==> src/xmbi_defines.vh <==
// Constants for the external memory bus interface.
// Assumes inclusion by bare name from the design files.
`ifndef XMBI_DEFINES_VH
`define XMBI_DEFINES_VH

// =============================================
// Bus cycle phases
`define XMBI_PH_IDLE   3'h0
`define XMBI_PH_ADDR   3'h1
`define XMBI_PH_LATCH  3'h2
`define XMBI_PH_DATA   3'h3
`define XMBI_PH_END    3'h4
`define XMBI_PH_VEC_HI 3'h5
`define XMBI_PH_VEC_LO 3'h6

// =============================================
// Start vector locations and widths
`define XMBI_VEC_ADDR_HI 16'h0000
`define XMBI_VEC_ADDR_LO 16'h0001
`define XMBI_ADDR_W      16
`define XMBI_DATA_W      8
`define XMBI_DS_CYCLES   2'h2

`endif

==> src/xmbi_sync2.v <==
// Two-flop synchroniser for a vector of pin inputs.
// Assumes the input is asynchronous to sys_clk_i.
`default_nettype none

module xmbi_sync2 #(
	parameter W = 8
) (
	// Clock and reset
	input  wire         sys_clk_i,
	input  wire         sys_rst_i,
	// Data
	input  wire [W-1:0] async_i,
	output wire [W-1:0] sync_o
);
	reg [W-1:0] meta_q;
	reg [W-1:0] sync_q;

	always @(posedge sys_clk_i) begin
		if (sys_rst_i) begin
			meta_q <= {W{1'b0}};
			sync_q <= {W{1'b0}};
		end else begin
			meta_q <= async_i;
			sync_q <= meta_q;
		end
	end

	assign sync_o = sync_q;
endmodule

`default_nettype wire

==> src/xmbi_core.v <==
// External memory bus master: multiplexed address/data with strobes.
// Assumes one 40 MHz clock; core requests arrive on the same clock.
// Assumes the external memory holds read data a few cycles past the data strobe.
`include "xmbi_defines.vh"
`default_nettype none

// Functional notes
// - Address strobe pulses low at cycle start.
// - Address, direction, space valid at strobe rise.
// - Software float puts all bus pins high-Z.
// - Data strobe times every external data transfer.
// - Write data valid by data strobe fall.
// - On-chip accesses keep data strobe high.
// - Direction low for external writes only.
// - After reset fetch start vector 00h/01h.
// - Two 64K spaces chosen by space select.
module xmbi_core #(
	parameter AW = `XMBI_ADDR_W,
	parameter DW = `XMBI_DATA_W
) (
	// Clock and reset
	input  wire          sys_clk_i,
	input  wire          sys_rst_i,
	// Core request side
	input  wire          req_valid_i,
	output wire          req_ready_o,
	input  wire          req_write_i,
	input  wire          req_program_i,
	input  wire          req_onchip_i,
	input  wire [AW-1:0] req_addr_i,
	input  wire [DW-1:0] req_wdata_i,
	output reg           rsp_valid_o,
	output reg  [DW-1:0] rsp_rdata_o,
	// Start vector
	output reg           vec_valid_o,
	output reg  [AW-1:0] vec_addr_o,
	// Bus float control
	input  wire          bus_float_i,
	// Bus pins
	output reg           addr_latch_strobe_n_o,
	output wire          addr_latch_strobe_n_oe_o,
	output reg           xfer_timing_strobe_n_o,
	output wire          xfer_timing_strobe_n_oe_o,
	output reg           read_write_o,
	output wire          read_write_oe_o,
	output reg           prog_space_o,
	output wire          prog_space_oe_o,
	output reg  [DW-1:0] muxed_addr_data_port_o,
	output reg           muxed_addr_data_port_oe_o,
	input  wire [DW-1:0] muxed_addr_data_port_i,
	output reg  [DW-1:0] high_addr_port_o,
	output wire          high_addr_port_oe_o
);
	// =============================================
	// State
	reg [2:0]    ph_q;
	reg [2:0]    ph_d;
	reg [2:0]    ret_q;
	reg [1:0]    cnt_q;
	reg          wr_q;
	reg          onchip_q;
	reg          vec_hi_q;
	reg [DW-1:0] vec_byte_q;
	reg [DW-1:0] wdata_q;
	reg [AW-1:0] addr_q;
	wire [DW-1:0] pin_data;

	// =============================================
	// Read data synchroniser
	// The port input passes two flops, so read data is taken one cycle after the
	// strobe rises, from the pin value sampled while the strobe was still low.
	xmbi_sync2 #(
		.W (DW)
	) u_sync (
		.sys_clk_i (sys_clk_i),
		.sys_rst_i (sys_rst_i),
		.async_i   (muxed_addr_data_port_i),
		.sync_o    (pin_data)
	);

	// =============================================
	// Output enables
	// common float
	assign addr_latch_strobe_n_oe_o   = ~bus_float_i;
	assign xfer_timing_strobe_n_oe_o  = ~bus_float_i;
	assign read_write_oe_o            = ~bus_float_i;
	assign prog_space_oe_o            = ~bus_float_i;
	assign high_addr_port_oe_o        = ~bus_float_i;

	// Requests wait for the start vector and for a driven bus.
	assign req_ready_o = (ph_q == `XMBI_PH_IDLE) && vec_valid_o && !bus_float_i;

	// =============================================
	// Phase sequencing
	always @* begin
		ph_d = ph_q;
		case (ph_q)
			`XMBI_PH_IDLE: begin
				if (req_valid_i && req_ready_o) begin
					ph_d = `XMBI_PH_ADDR;
				end
			end
			`XMBI_PH_ADDR:   ph_d = `XMBI_PH_LATCH;
			`XMBI_PH_LATCH:  ph_d = `XMBI_PH_DATA;
			`XMBI_PH_DATA: begin
				if (cnt_q == 2'h0) begin
					ph_d = `XMBI_PH_END;
				end
			end
			`XMBI_PH_END:    ph_d = ret_q;
			`XMBI_PH_VEC_HI: ph_d = bus_float_i ? `XMBI_PH_VEC_HI : `XMBI_PH_ADDR;
			`XMBI_PH_VEC_LO: ph_d = `XMBI_PH_ADDR;
			default:         ph_d = `XMBI_PH_IDLE;
		endcase
	end

	// =============================================
	// Bus cycle registers
	always @(posedge sys_clk_i) begin
		if (sys_rst_i) begin
			ph_q                      <= `XMBI_PH_VEC_HI;
			ret_q                     <= `XMBI_PH_VEC_LO;
			cnt_q                     <= 2'h0;
			wr_q                      <= 1'b0;
			onchip_q                  <= 1'b0;
			vec_hi_q                  <= 1'b1;
			vec_byte_q                <= {DW{1'b0}};
			wdata_q                   <= {DW{1'b0}};
			addr_q                    <= `XMBI_VEC_ADDR_HI;
			rsp_valid_o               <= 1'b0;
			rsp_rdata_o               <= {DW{1'b0}};
			vec_valid_o               <= 1'b0;
			vec_addr_o                <= {AW{1'b0}};
			addr_latch_strobe_n_o     <= 1'b1;
			xfer_timing_strobe_n_o    <= 1'b1;
			read_write_o              <= 1'b1;
			prog_space_o              <= 1'b1;
			muxed_addr_data_port_o    <= {DW{1'b0}};
			muxed_addr_data_port_oe_o <= 1'b0;
			high_addr_port_o          <= {DW{1'b0}};
		end else begin
			ph_q        <= ph_d;
			rsp_valid_o <= 1'b0;
			case (ph_q)
				`XMBI_PH_IDLE: begin
					if (req_valid_i && req_ready_o) begin
						addr_q   <= req_addr_i;
						wr_q     <= req_write_i;
						onchip_q <= req_onchip_i;
						wdata_q  <= req_wdata_i;
						prog_space_o <= req_program_i;
						ret_q        <= `XMBI_PH_IDLE;
					end
				end
				// Both vector bytes run as ordinary reads; the return phase chains them.
				`XMBI_PH_VEC_HI, `XMBI_PH_VEC_LO: begin
					wr_q         <= 1'b0;
					onchip_q     <= 1'b0;
					prog_space_o <= 1'b1;
					addr_q       <= vec_hi_q ? `XMBI_VEC_ADDR_HI : `XMBI_VEC_ADDR_LO;
					ret_q        <= vec_hi_q ? `XMBI_PH_VEC_LO : `XMBI_PH_IDLE;
				end
				`XMBI_PH_ADDR: begin
					addr_latch_strobe_n_o     <= 1'b0;
					muxed_addr_data_port_o    <= addr_q[DW-1:0];
					muxed_addr_data_port_oe_o <= !bus_float_i;
					high_addr_port_o          <= addr_q[AW-1:DW];
					read_write_o              <= !(wr_q && !onchip_q);
				end
				`XMBI_PH_LATCH: begin
					addr_latch_strobe_n_o     <= 1'b1;
					// External writes keep the port driven; reads and on-chip writes release it.
					// data before strobe
					muxed_addr_data_port_o    <= wr_q ? wdata_q : {DW{1'b0}};
					muxed_addr_data_port_oe_o <= wr_q && !onchip_q && !bus_float_i;
					cnt_q                     <= `XMBI_DS_CYCLES;
				end
				`XMBI_PH_DATA: begin
					xfer_timing_strobe_n_o <= onchip_q || (cnt_q == 2'h0);
					if (cnt_q != 2'h0) begin
						cnt_q <= cnt_q - 2'h1;
					end
					if (bus_float_i) begin
						muxed_addr_data_port_oe_o <= 1'b0;
					end
				end
				`XMBI_PH_END: begin
					xfer_timing_strobe_n_o    <= 1'b1;
					muxed_addr_data_port_oe_o <= 1'b0;
					read_write_o              <= 1'b1;
					// The return phase marks the high vector half; vec_valid_o tells the low half from a request response.
					if (ret_q == `XMBI_PH_VEC_LO) begin
						vec_byte_q <= pin_data;
						vec_hi_q   <= 1'b0;
					end else if (!vec_valid_o) begin
						vec_addr_o  <= {vec_byte_q, pin_data};
						vec_valid_o <= 1'b1;
					end else begin
						rsp_valid_o <= 1'b1;
						rsp_rdata_o <= wr_q ? wdata_q : pin_data;
					end
				end
				default: begin
					addr_latch_strobe_n_o <= 1'b1;
				end
			endcase
		end
	end
endmodule

`default_nettype wire

==> config.mk <==
export PLATFORM = sky130hd
export DESIGN_NAME = xmbi_core
export DESIGN_NICKNAME = d
export VERILOG_FILES = /design/src/xmbi_sync2.v /design/src/xmbi_core.v
export VERILOG_INCLUDE_DIRS = /design/src /design/src/src
export SDC_FILE = /design/constraint.sdc
export NUM_CORES = 1
export LEC_CHECK = 0
export ABC_CLOCK_PERIOD_IN_PS = 3800
export BUFFER_PORTS_ARGS = -buffer_cell sky130_fd_sc_hd__buf_2
export CORE_MARGIN = 2
export CORE_UTILIZATION = 56
export DETAILED_ROUTE_END_ITERATION = 16
export PLACE_DENSITY_LB_ADDON = 0.2
export RECOVER_POWER = 50
export SETUP_SLACK_MARGIN = 0.3
export SLEW_MARGIN = 20
export SYNTH_ARGS = -nofsm -noshare
export SYNTH_HDL_FRONTEND = slang
export SYNTH_SLANG_ARGS = --single-unit
==> constraint.sdc <==
create_clock -name sys_clk_i -period 3.8 [get_ports sys_clk_i]
set_clock_uncertainty 0.05 [all_clocks]
set_input_delay 0.19 -clock sys_clk_i [delete_from_list [all_inputs] [get_ports sys_clk_i]]
set_output_delay 0.19 -clock sys_clk_i [all_outputs]
set_load 0.005 [all_outputs]
# == Word level (Yosys, flattened, before mapping) ==
# Cells that the tools add are included.
# totals
ff_bits,106
latchBits,0
ramBits,0
romBits,0
output_inout_bits,53
elab_cells,95
mem_count,0
# classes
addsub,1
multipliers,0
n_div,0
magnitude_cmp,0
eq_ne,11
n_shift,0
mux,27
n_bitwise,4
reduce_logical,30
# ops
cell,n
one-hot mux 16 bit (2 select lines),1
one-hot mux 3 bit (7 select lines),1
two-way mux 16 bit,1
two-way mux 8 bit,2
one-hot mux 8 bit (2 select lines),1
two-way mux 3 bit,5
AND reduction 2 bit,7
"equality test 3 bit, second input constant",4
one-hot mux 1 bit (2 select lines),6
nonzero test 2 bit,6
"equality test 3 x 2 -> 1 bit, second input constant",2
two-way mux 1 bit,6
"!= test 2 bit, second input constant",3
one-hot mux 3 bit (2 select lines),1
AND reduction 3 bit,2
logical AND 1 bit,5
OR reduction 5 bit,1
NOT 1 bit,4
one-hot mux 1 bit (4 select lines),1
one-hot mux 2 bit (2 select lines),1
nonzero test 4 bit,1
"equality test 3 x 1 -> 1 bit, second input constant",1
logical NOT 1 bit,3
logical NOT 3 bit,1
7 further kinds,7

# == Depth between registers and ports, before layout ==
# Gate-level depths: netlist of the first run.
# logic_depth
depth_word,6
mapped_depth,7

# == Hierarchy ==
# A second synthesis of the first run with hierarchy kept.
# unflattened
hier_cells,466
hier_area_um2,4033.9
# by_module_without_submodules
mod,n_inst,cells_each,area_per_inst_um2
xmbi_core,1,433,3569.7
xmbi_sync2,1,33,464.2

# == Least setup slack after synthesis of the first run ==
# OpenSTA, ideal clock, no wires.
# synth_path
kind,flip-flop to flip-flop
from,register ph_q[0]
to,register wdata_q[3]
setup_ns,0.132
arrival_ns,1.360
path_slack_ns,2.258
path_stages_with_launch,7
path_buffers,2
path_cell_list,dfxtp_1 > or3_4 > or2_1 > buf_4 > buf_6 > nand2_1 > a21oi_1
# synth_via
elab_chain_cells,5
# synth_rtl
item,line,source
"start, declared",xmbi_core.v:56,reg [2:0] ph_q;
"start signal, assigned",xmbi_core.v:121,ph_q <= `XMBI_PH_VEC_HI;
"start signal, assigned",xmbi_core.v:142,ph_q <= ph_d;
logical NOT 3 bit (*),xmbi_core.v:144,case (ph_q)
logical AND 1 bit (2 in a row),xmbi_core.v:91,assign req_ready_o = (ph_q == `XMBI_PH_IDLE) && vec_valid_o && !bus_float_i;
logical AND 1 bit,xmbi_core.v:146,if (req_valid_i && req_ready_o) begin
AND reduction 2 bit (no line) (*),n/a,
"end signal, assigned",xmbi_core.v:128,wdata_q <= {DW{1'b0}};
"end signal, assigned",xmbi_core.v:150,wdata_q <= req_wdata_i;
"end, declared",xmbi_core.v:64,reg [DW-1:0] wdata_q;
# Every way passes the cells marked *; elsewhere a longest branch is shown, timed or not.
# A chain may end at the register's enable or synchronous reset.

# == Worst setup path after layout of the first run ==
# layout_path
from,register ph_q[2]
to,register vec_addr_o[7]
# layout_via
elab_chain_cells,2
# layout_rtl
item,line,source
equality test 3 bit,xmbi_core.v:144,
AND reduction 3 bit (no line),n/a,
"end signal, assigned",xmbi_core.v:133,vec_addr_o <= {AW{1'b0}};
"end signal, assigned",xmbi_core.v:196,"vec_addr_o <= {vec_byte_q, pin_data};"
"end, declared",xmbi_core.v:36,"output reg [AW-1:0] vec_addr_o,"
# Every way passes these cells.

==> flow_metrics.tcl, run 1 <==
set metrics [dict create \
    outcome "finished with violations" \
    violations "capacitance limit, slew limit" \
    portBuffers 91 \
    rr_worst_depth 5 \
    cts.sinks 104 \
    wl_met3_um 425 \
    grt_pass1_wl_um 14500 \
    postSynthAreaPerCell_um2 8.59 \
    path_cells "buf_4, nor4b_2, nor2b_1, nand2_1, a21oi_1" \
    cts_hold_buf 7 \
    ys_seq_elements 104 \
    crit_required_ns 4.00 \
    power_w 0.00242 \
    final_antenna_net_count 0 \
    antenna_cells 0 \
    power_frac_clock 0.283 \
    p_comb_frac 0.205 \
    cp.depth 5 \
    first_iter_violations 153 \
    setup-tns-final_ns 0 \
    cp-startpoint "ph_q[2]" \
    critPathKind "flop to flop" \
    post_cts_buffers 0 \
    r2r-end "vec_addr_o[7]" \
    crit_slowest_cell "nor2b_1" \
    cp_data_arrival_time_ns 2.61 \
    first_pass_iters 4 \
    timing.fmax_mhz 417 \
    avgViaCountPerCell 5.28 \
    setup_viol 0 \
    clk_pin_slew_ns 0.10 \
    crit_family "simple AND/OR/NAND/NOR gates" \
    highest_layer "met4" \
    grt_max_degree 86 \
    min_period_over_period 0.632 \
    synthesis.area_mm2 0.00398 \
    dp_hpwl_um 6060 \
    synth_warnings 0 \
    min_path_type "input pin to flop" \
    whs_ns 0.00718 \
    finalWeightedCongestion 0.865 \
    numCtsBuffers 9 \
    p_per_area_mw_per_mm2 527 \
    grt_usage 0.239 \
    worst-path-max-fanout 34 \
    end_kind "flop" \
    r2r_start "ph_q[2]" \
    drcViolationCount 0 \
    pin_count 92 \
    core_mm2 0.00683 \
    period_needed_ns 2.40 \
    fin_cells 639 \
    syn_inst 463 \
    clock_path_buffers 2 \
    die_h_um 88.3 \
    synth.area.mux_share 0.00252 \
    rsz0062_at_grt "no" \
    vias 3373 \
    wl_um 9050 \
    clock_latency_ns 0.36 \
    start_kind "flop" \
    synth-edff-count 0 \
    final_layout_size_suffix_gt1_frac 0.169 \
    slowest_delay_ns 0.88 \
    die-area_mm2 0.00780 \
    ys_types 41 \
    cts_root_buffer "clkbuf_8" \
    drv_slew 86 \
    num_rows 30 \
    dp.cells 617 \
    switching_share 0.311 \
    r2r_slack_ns 1.40 \
    grt_overflow 0 \
    antenna_found_initial 0 \
    initial_core_util 0.582 \
    slew_headroom -0.104 \
    die_w_um 88.3 \
    met2WireLength_um 4470 \
    tightestPinTransition_ns 1.66 \
    synthAdderAreaFrac 0.00314 \
    wl_met1_um 4020 \
    p_sw_w 0.000750 \
    path_buf_inv 1 \
    synthToLayoutAreaGrowth_pct 15.3 \
    grt_pass1_vias 3015 \
    internal_power_w 0.00167 \
    htree_num_levels 3 \
    tritoncts "yes" \
    synth_compound_area_frac 0.190 \
    synth_fp_nets 503 \
    drv_cap 1 \
    synthArstFlopShare 0 \
    synth_flop_cell "dfxtp_1" \
    finalHoldViolCount 0 \
    cts_resized 0 \
    power_leakage_nw 1.65 \
    synth-seq-area-share 0.523 \
    cp-endpoint "vec_addr_o[7]" \
    synth_top_family_by_area "simple AND/OR/NAND/NOR gates" \
    fin_nets 579 \
    synth_xor_area_frac 0 \
    synthSimpleGateAreaFrac 0.225 \
    wl_per_cell_um 14.2 \
    p_seq_frac 0.512 \
    vdd_ir_drop_max_mv 0.250 \
]
[layer usage]
metal,vias to the layer above,track usage
met5,-,0
met4,0,0.0758
met3,10,0.0448
met2,96,0.379
met1,1574,0.333
li1,1693,-
[cell usage after synthesis (all sizes together), types with 2 or more instances]
| master | number | area (µm²) |
|---|---|---|
| a21oi | 67 | 377 |
| nand2 | 121 | 454 |
| a2bb2oi | 8 | 70.1 |
| o21bai | 2 | 15.0 |
| nor3 | 3 | 15.0 |
| o21ai | 14 | 70.1 |
| inv | 4 | 15.0 |
| nor2 | 25 | 104 |
| o211ai | 2 | 15.0 |
| or2 | 2 | 12.5 |
| buf | 21 | 153 |
| a311oi | 8 | 76.3 |
| nand3 | 2 | 10.0 |
| nor2b | 22 | 138 |
| o22ai | 8 | 50.1 |
| nand3b | 2 | 15.0 |
| nand2b | 13 | 81.3 |
| clkbuf | 15 | 56.3 |
| or3 | 2 | 17.5 |
| a221oi | 2 | 17.5 |
| a21o | 2 | 15.0 |
| dfxtp | 104 | 2080 |
| a21boi | 2 | 18.8 |
| a211oi | 3 | 22.5 |
| and3 | 2 | 12.5 |
[sequential cells by signal, indices dropped and copies added (netlist names), 2 cells and up]
| name | cells |
|---|---|
| u_sync.sync_o | 8 |
| vec_addr_o | 16 |
| muxed_addr_data_port_o | 8 |
| cnt_q | 2 |
| wdata_q | 8 |
| u_sync.meta_q | 8 |
| vec_byte_q | 8 |
| high_addr_port_o | 8 |
| addr_q | 16 |
| ph_q | 3 |
| rsp_rdata_o | 8 |
[stage by stage]
step	area [µm²]	util	setup WS [ns]
6_report	4590	0.671	1.40
4_1_cts	4630	0.678	1.43
3_3_place_gp	4370	0.639	1.58
5_1_grt	4590	0.671	1.15
2_1_floorplan	3980	-	2.26
3_5_place_dp	4370	0.639	1.48
[worst min-delay path by stage]
stage	start	end	slack, ns	cells past startpoint
after CTS	req_addr_i[10]	addr_q[10]	0.0009	3
after global routing	req_wdata_i[6]	wdata_q[6]	0.0006	3
after detailed placement	req_program_i	prog_space_o	0.36	3
after floorplan	req_program_i	prog_space_o	0.26	2
final	muxed_addr_data_port_i[2]	u_sync.meta_q[2]	0.007	2
after global placement	muxed_addr_data_port_i[3]	u_sync.meta_q[3]	0.35	2
[power groups by stage]
stage	sequential (W)	clock [W]	combinational, W
after global routing	0.00125	0.000743	0.000551
after floorplan	0.00124	0	0.000378
final	0.00124	0.000684	0.000494
after CTS	0.00124	0.000693	0.000501
after global placement	0.00126	0	0.000481
after detailed placement	0.00126	0	0.000491
[cells in the final DEF, fill, tap and decap left out, types with 3 or more instances in the layout]
cell type | Yosys | final
nand2_1 | 121 | 121
a21oi_1 | 56 | 56
a2bb2oi_1 | 8 | 8
nor3_1 | 3 | 3
o22ai_1 | 8 | 8
nor2_1 | 23 | 23
a21oi_2 | 11 | 11
clkbuf_8 | 0 | 9
a211oi_1 | 3 | 3
o21ai_0 | 14 | 14
buf_2 | 8 | 56
dlygate4sd3_1 | 0 | 7
clkbuf_1 | 15 | 35
a311oi_1 | 7 | 7
dfxtp_1 | 104 | 104
nor2b_1 | 22 | 22
nand2b_1 | 13 | 13
inv_1 | 4 | 4
[worst reg2reg max path, stage by stage, from the launching register on]
cell	delay, ns
dfxtp_1	0.32
buf_4	0.31
nor4b_2	0.38
nor2b_1	0.88
nand2_1	0.16
a21oi_1	0.19
[kinds of logic (layout without fill, tap and decap cells)]
kind of cell | after synthesis | in the layout
AND/OR/NAND/NOR | 198 | 198
AO/OA/AOI/OAI | 119 | 119
flip-flops | 104 | 104
buffers and inverters | 40 | 120
adder cells (fa/ha/maj) | 1 | 1
multiplexers | 1 | 1
[area by class of cell]
cell class              instances  area [µm²]
well taps                      96         120
repair buffers                101         502
clock buffers                   9         124
clock inverters                 6        70.1
multi-input cells             319        1670
fillers                       633        2250
inverters                       4        15.0
flip-flops and latches        104        2080
(Power assumes the default switching activity.)
==> run 2: changes to the inputs <==
- ABC_AREA: default -> 1
- ABC_CLOCK_PERIOD_IN_PS: 3800 -> 2300
- CORE_UTILIZATION: 56 -> 54
- clock period: 3.8 -> 2.3 ns (I/O delays scaled with it)
==> run 2 against run 1 <==
The flow now finishes without violations. Sequential share of layout area shrank 4.2 points. Die area is 7.7% higher. Worst hold slack better by 0.023 ns. Non-clock buffer count is 30 higher. Cell area increased by 10%. Global-route usage shrank 0.20 points. Flip-flop and latch count unchanged. Synthesized cell count rose by 10%. Critical path type unchanged. Largest cell class unchanged.
==> flow_metrics.tcl, run 2 <==
set metrics [dict create \
    min_path_cells 5 \
    crit_slowest_cell "dfxtp_1" \
    end_kind "flop" \
    drcViolationCount 0 \
    postSynthAreaPerCell_um2 8.13 \
    r2r_start "ph_q[2]" \
    synth-seq-area-share 0.502 \
    met2_usage 0.385 \
    setup-tns-final_ns 0 \
    clk_pin_slew_ns 0.09 \
    ys_seq_elements 104 \
    numCtsBuffers 9 \
    internal_power_w 0.00282 \
    min_path_type "input pin to flop" \
    cp_common_cell "nand2_1" \
    yosysTopAreaCellShare 0.502 \
    core_mm2 0.00733 \
    post_cts_buffers 0 \
    yosysTopAreaCell "dfxtp_1" \
    p_seq_frac 0.488 \
    crit_family "simple AND/OR/NAND/NOR gates" \
    wl_um 9390 \
    path_buf_inv 1 \
    tightestPinTransition_ns 0.791 \
    pre_cts_slack_ns 0.559 \
    yosys-top-cells-area "dfxtp_1 (50%), nand2_1 (9.0%), a21oi_1 (5.8%), nor2_1 (5.7%), nand3_1 (5.3%)" \
    clock_path_buffers 2 \
    synthesis.area_mm2 0.00415 \
    finalWeightedCongestion 0.901 \
    synthArstFlopShare 0 \
    fin_cells 725 \
    avgViaCountPerCell 5.02 \
    die-area_mm2 0.00839 \
    final_cell_mix "dfxtp_1 (104), nand2_1 (100), buf_2 (68)" \
    tritoncts "yes" \
    clock_latency_ns 0.37 \
    ys_top_cells_by_count "dfxtp_1 (104), nand2_1 (99), nor2_1 (63)" \
    grt_overflow 0 \
    final_antenna_net_count 0 \
    die_w_um 91.6 \
    p_per_area_mw_per_mm2 861 \
    p_sw_w 0.00153 \
    cp.depth 5 \
    antenna_found_initial 0 \
    finalHoldViolCount 0 \
    pin_count 92 \
    first_pass_iters 5 \
    dp.cells 674 \
    cts.sinks 104 \
    initial_core_util 0.565 \
    path_cells "nand2_1, inv_2, nand2_1, nand2_1, a21oi_1" \
    top_regs "addr_q x16, vec_addr_o x16" \
    final_layout_size_suffix_gt1_frac 0.225 \
    outcome "completed" \
    syn_inst 510 \
    p_comb_frac 0.267 \
    r2r_slack_ns 0.46 \
    synth_warnings 0 \
    drv_slew 0 \
    synthToLayoutAreaGrowth_pct 22.0 \
    slew_headroom 0.472 \
    grt_util_met1 0.314 \
    min_to "addr_q[0]" \
    timing.final.ws_setup_ns 0.462 \
    synth.most_common_cell "dfxtp_1" \
    switching_share 0.351 \
    slowest_delay_ns 0.58 \
    setup_viol 0 \
    synth-edff-count 0 \
    cp_data_arrival_time_ns 2.01 \
    grt_pass1_wl_um 15900 \
    wl_per_cell_um 12.9 \
    rr_worst_depth 5 \
    grt_pass1_vias 3420 \
    vias 3643 \
    rsz0062_at_grt "no" \
    dp_hpwl_um 6390 \
    min_period_over_period 0.799 \
    timing.fmax_mhz 544 \
    antenna_cells 0 \
    final_util 0.690 \
    vdd_ir_drop_max_mv 0.417 \
    mostFrequentLayoutCell "dfxtp_1" \
    start_kind "flop" \
    htree_num_levels 3 \
    num_rows 31 \
    drv_cap 0 \
    power_frac_clock 0.245 \
    critPathKind "flop to flop" \
    grt_usage 0.237 \
    met3_usage 0.0394 \
    grt_max_degree 35 \
    r2r-end "vec_byte_q[3]" \
    worst-path-max-fanout 11 \
    synth_flop_cell "dfxtp_1" \
    synth_fp_nets 550 \
    period_needed_ns 1.84 \
    cts_root_buffer "clkbuf_8" \
    ys_types 35 \
    fin_nets 661 \
    crit_required_ns 2.47 \
    die_h_um 91.6 \
    first_iter_violations 196 \
    grt_most_used_layer "met2" \
    hp-start "req_addr_i[0]" \
    portBuffers 91 \
    power_leakage_nw 2.15 \
]
==> run 2: cell count changes after synthesis, sizes merged, moves of 8 or more <==
cell     change
a311oi       -8
a21oi       -13
a2bb2oi      -8
o22ai        -8
nand2       -12
nand2b      -13
nor2b       -22
clkbuf       -8
inv         +29
o21ai       +21
nand3       +47
nor2        +52
==> run 2: kinds of logic (layout without fill, tap and decap cells) <==
kind of cell,after synthesis,after routing,synth area share
buffers and inverters,68,184,0.0833
and+or+nand+nor,241,241,0.277
AOI/OAI and AO/OA,96,96,0.134
DFF,104,104,0.502
adders and majority gates,1,1,0.00302
==> run 2: through the flow <==
step           total power [W]  cell area, µm²  hold slack, ns
2_1_floorplan          0.00305            4150           0.172
3_3_place_gp           0.00327            4560           0.269
3_5_place_dp           0.00330            4560           0.274
4_1_cts                0.00440            5100          0.0208
5_1_grt                0.00462            5060          0.0477
6_report               0.00435            5060          0.0298
==> run 2: power by group through the flow <==
stage | sequential [W] | clock [W] | combinational, W
finish | 0.00212 | 0.00107 | 0.00116
global route | 0.00215 | 0.00117 | 0.00130
CTS | 0.00213 | 0.00109 | 0.00118
detailed placement | 0.00217 | 0 | 0.00113
global placement | 0.00216 | 0 | 0.00111
floorplan | 0.00212 | 0 | 0.000922
==> run 2: layout make-up <==
| cell class | instances | area (µm²) |
|---|---|---|
| Fill cell | 624 | 2270 |
| Timing Repair Buffer | 131 | 812 |
| Clock inverter | 6 | 51.3 |
| Multi-Input combinational cell | 338 | 1710 |
| Tap cell | 99 | 124 |
| Sequential cell | 104 | 2080 |
| Inverter | 37 | 144 |
| Clock buffer | 10 | 138 |
==> run 2: layer usage <==
metal,wire length (µm),vias up
met5,0,-
met4,180,0
met2,4410,117
met1,4290,1640
met3,504,16
li1,-,1870
==> run 2: worst min-delay path, cell delays in order <==
cell and delay, ns:
buf_2 0.10, nand2_1 0.05, nand2_1 0.04, nand2_1 0.05
a21oi_1 0.05
==> run 2: how the worst max path moves through the flow <==
stage	startpoint	endpoint	slack, ns
after floorplan	ph_q[0]	vec_addr_o[10]	0.97
after global placement	ph_q[2]	addr_q[12]	0.58
after detailed placement	ph_q[2]	addr_q[12]	0.56
after CTS	vec_valid_o	req_ready_o	0.52
after global routing	ph_q[2]	rsp_rdata_o[3]	0.26
final	ph_q[2]	vec_byte_q[3]	0.46
==> run 2: repair_timing <==
action	4_1_cts	5_1_grt
resized for setup	0	0
hold endpoints to repair	35	0
hold buffers	35	0
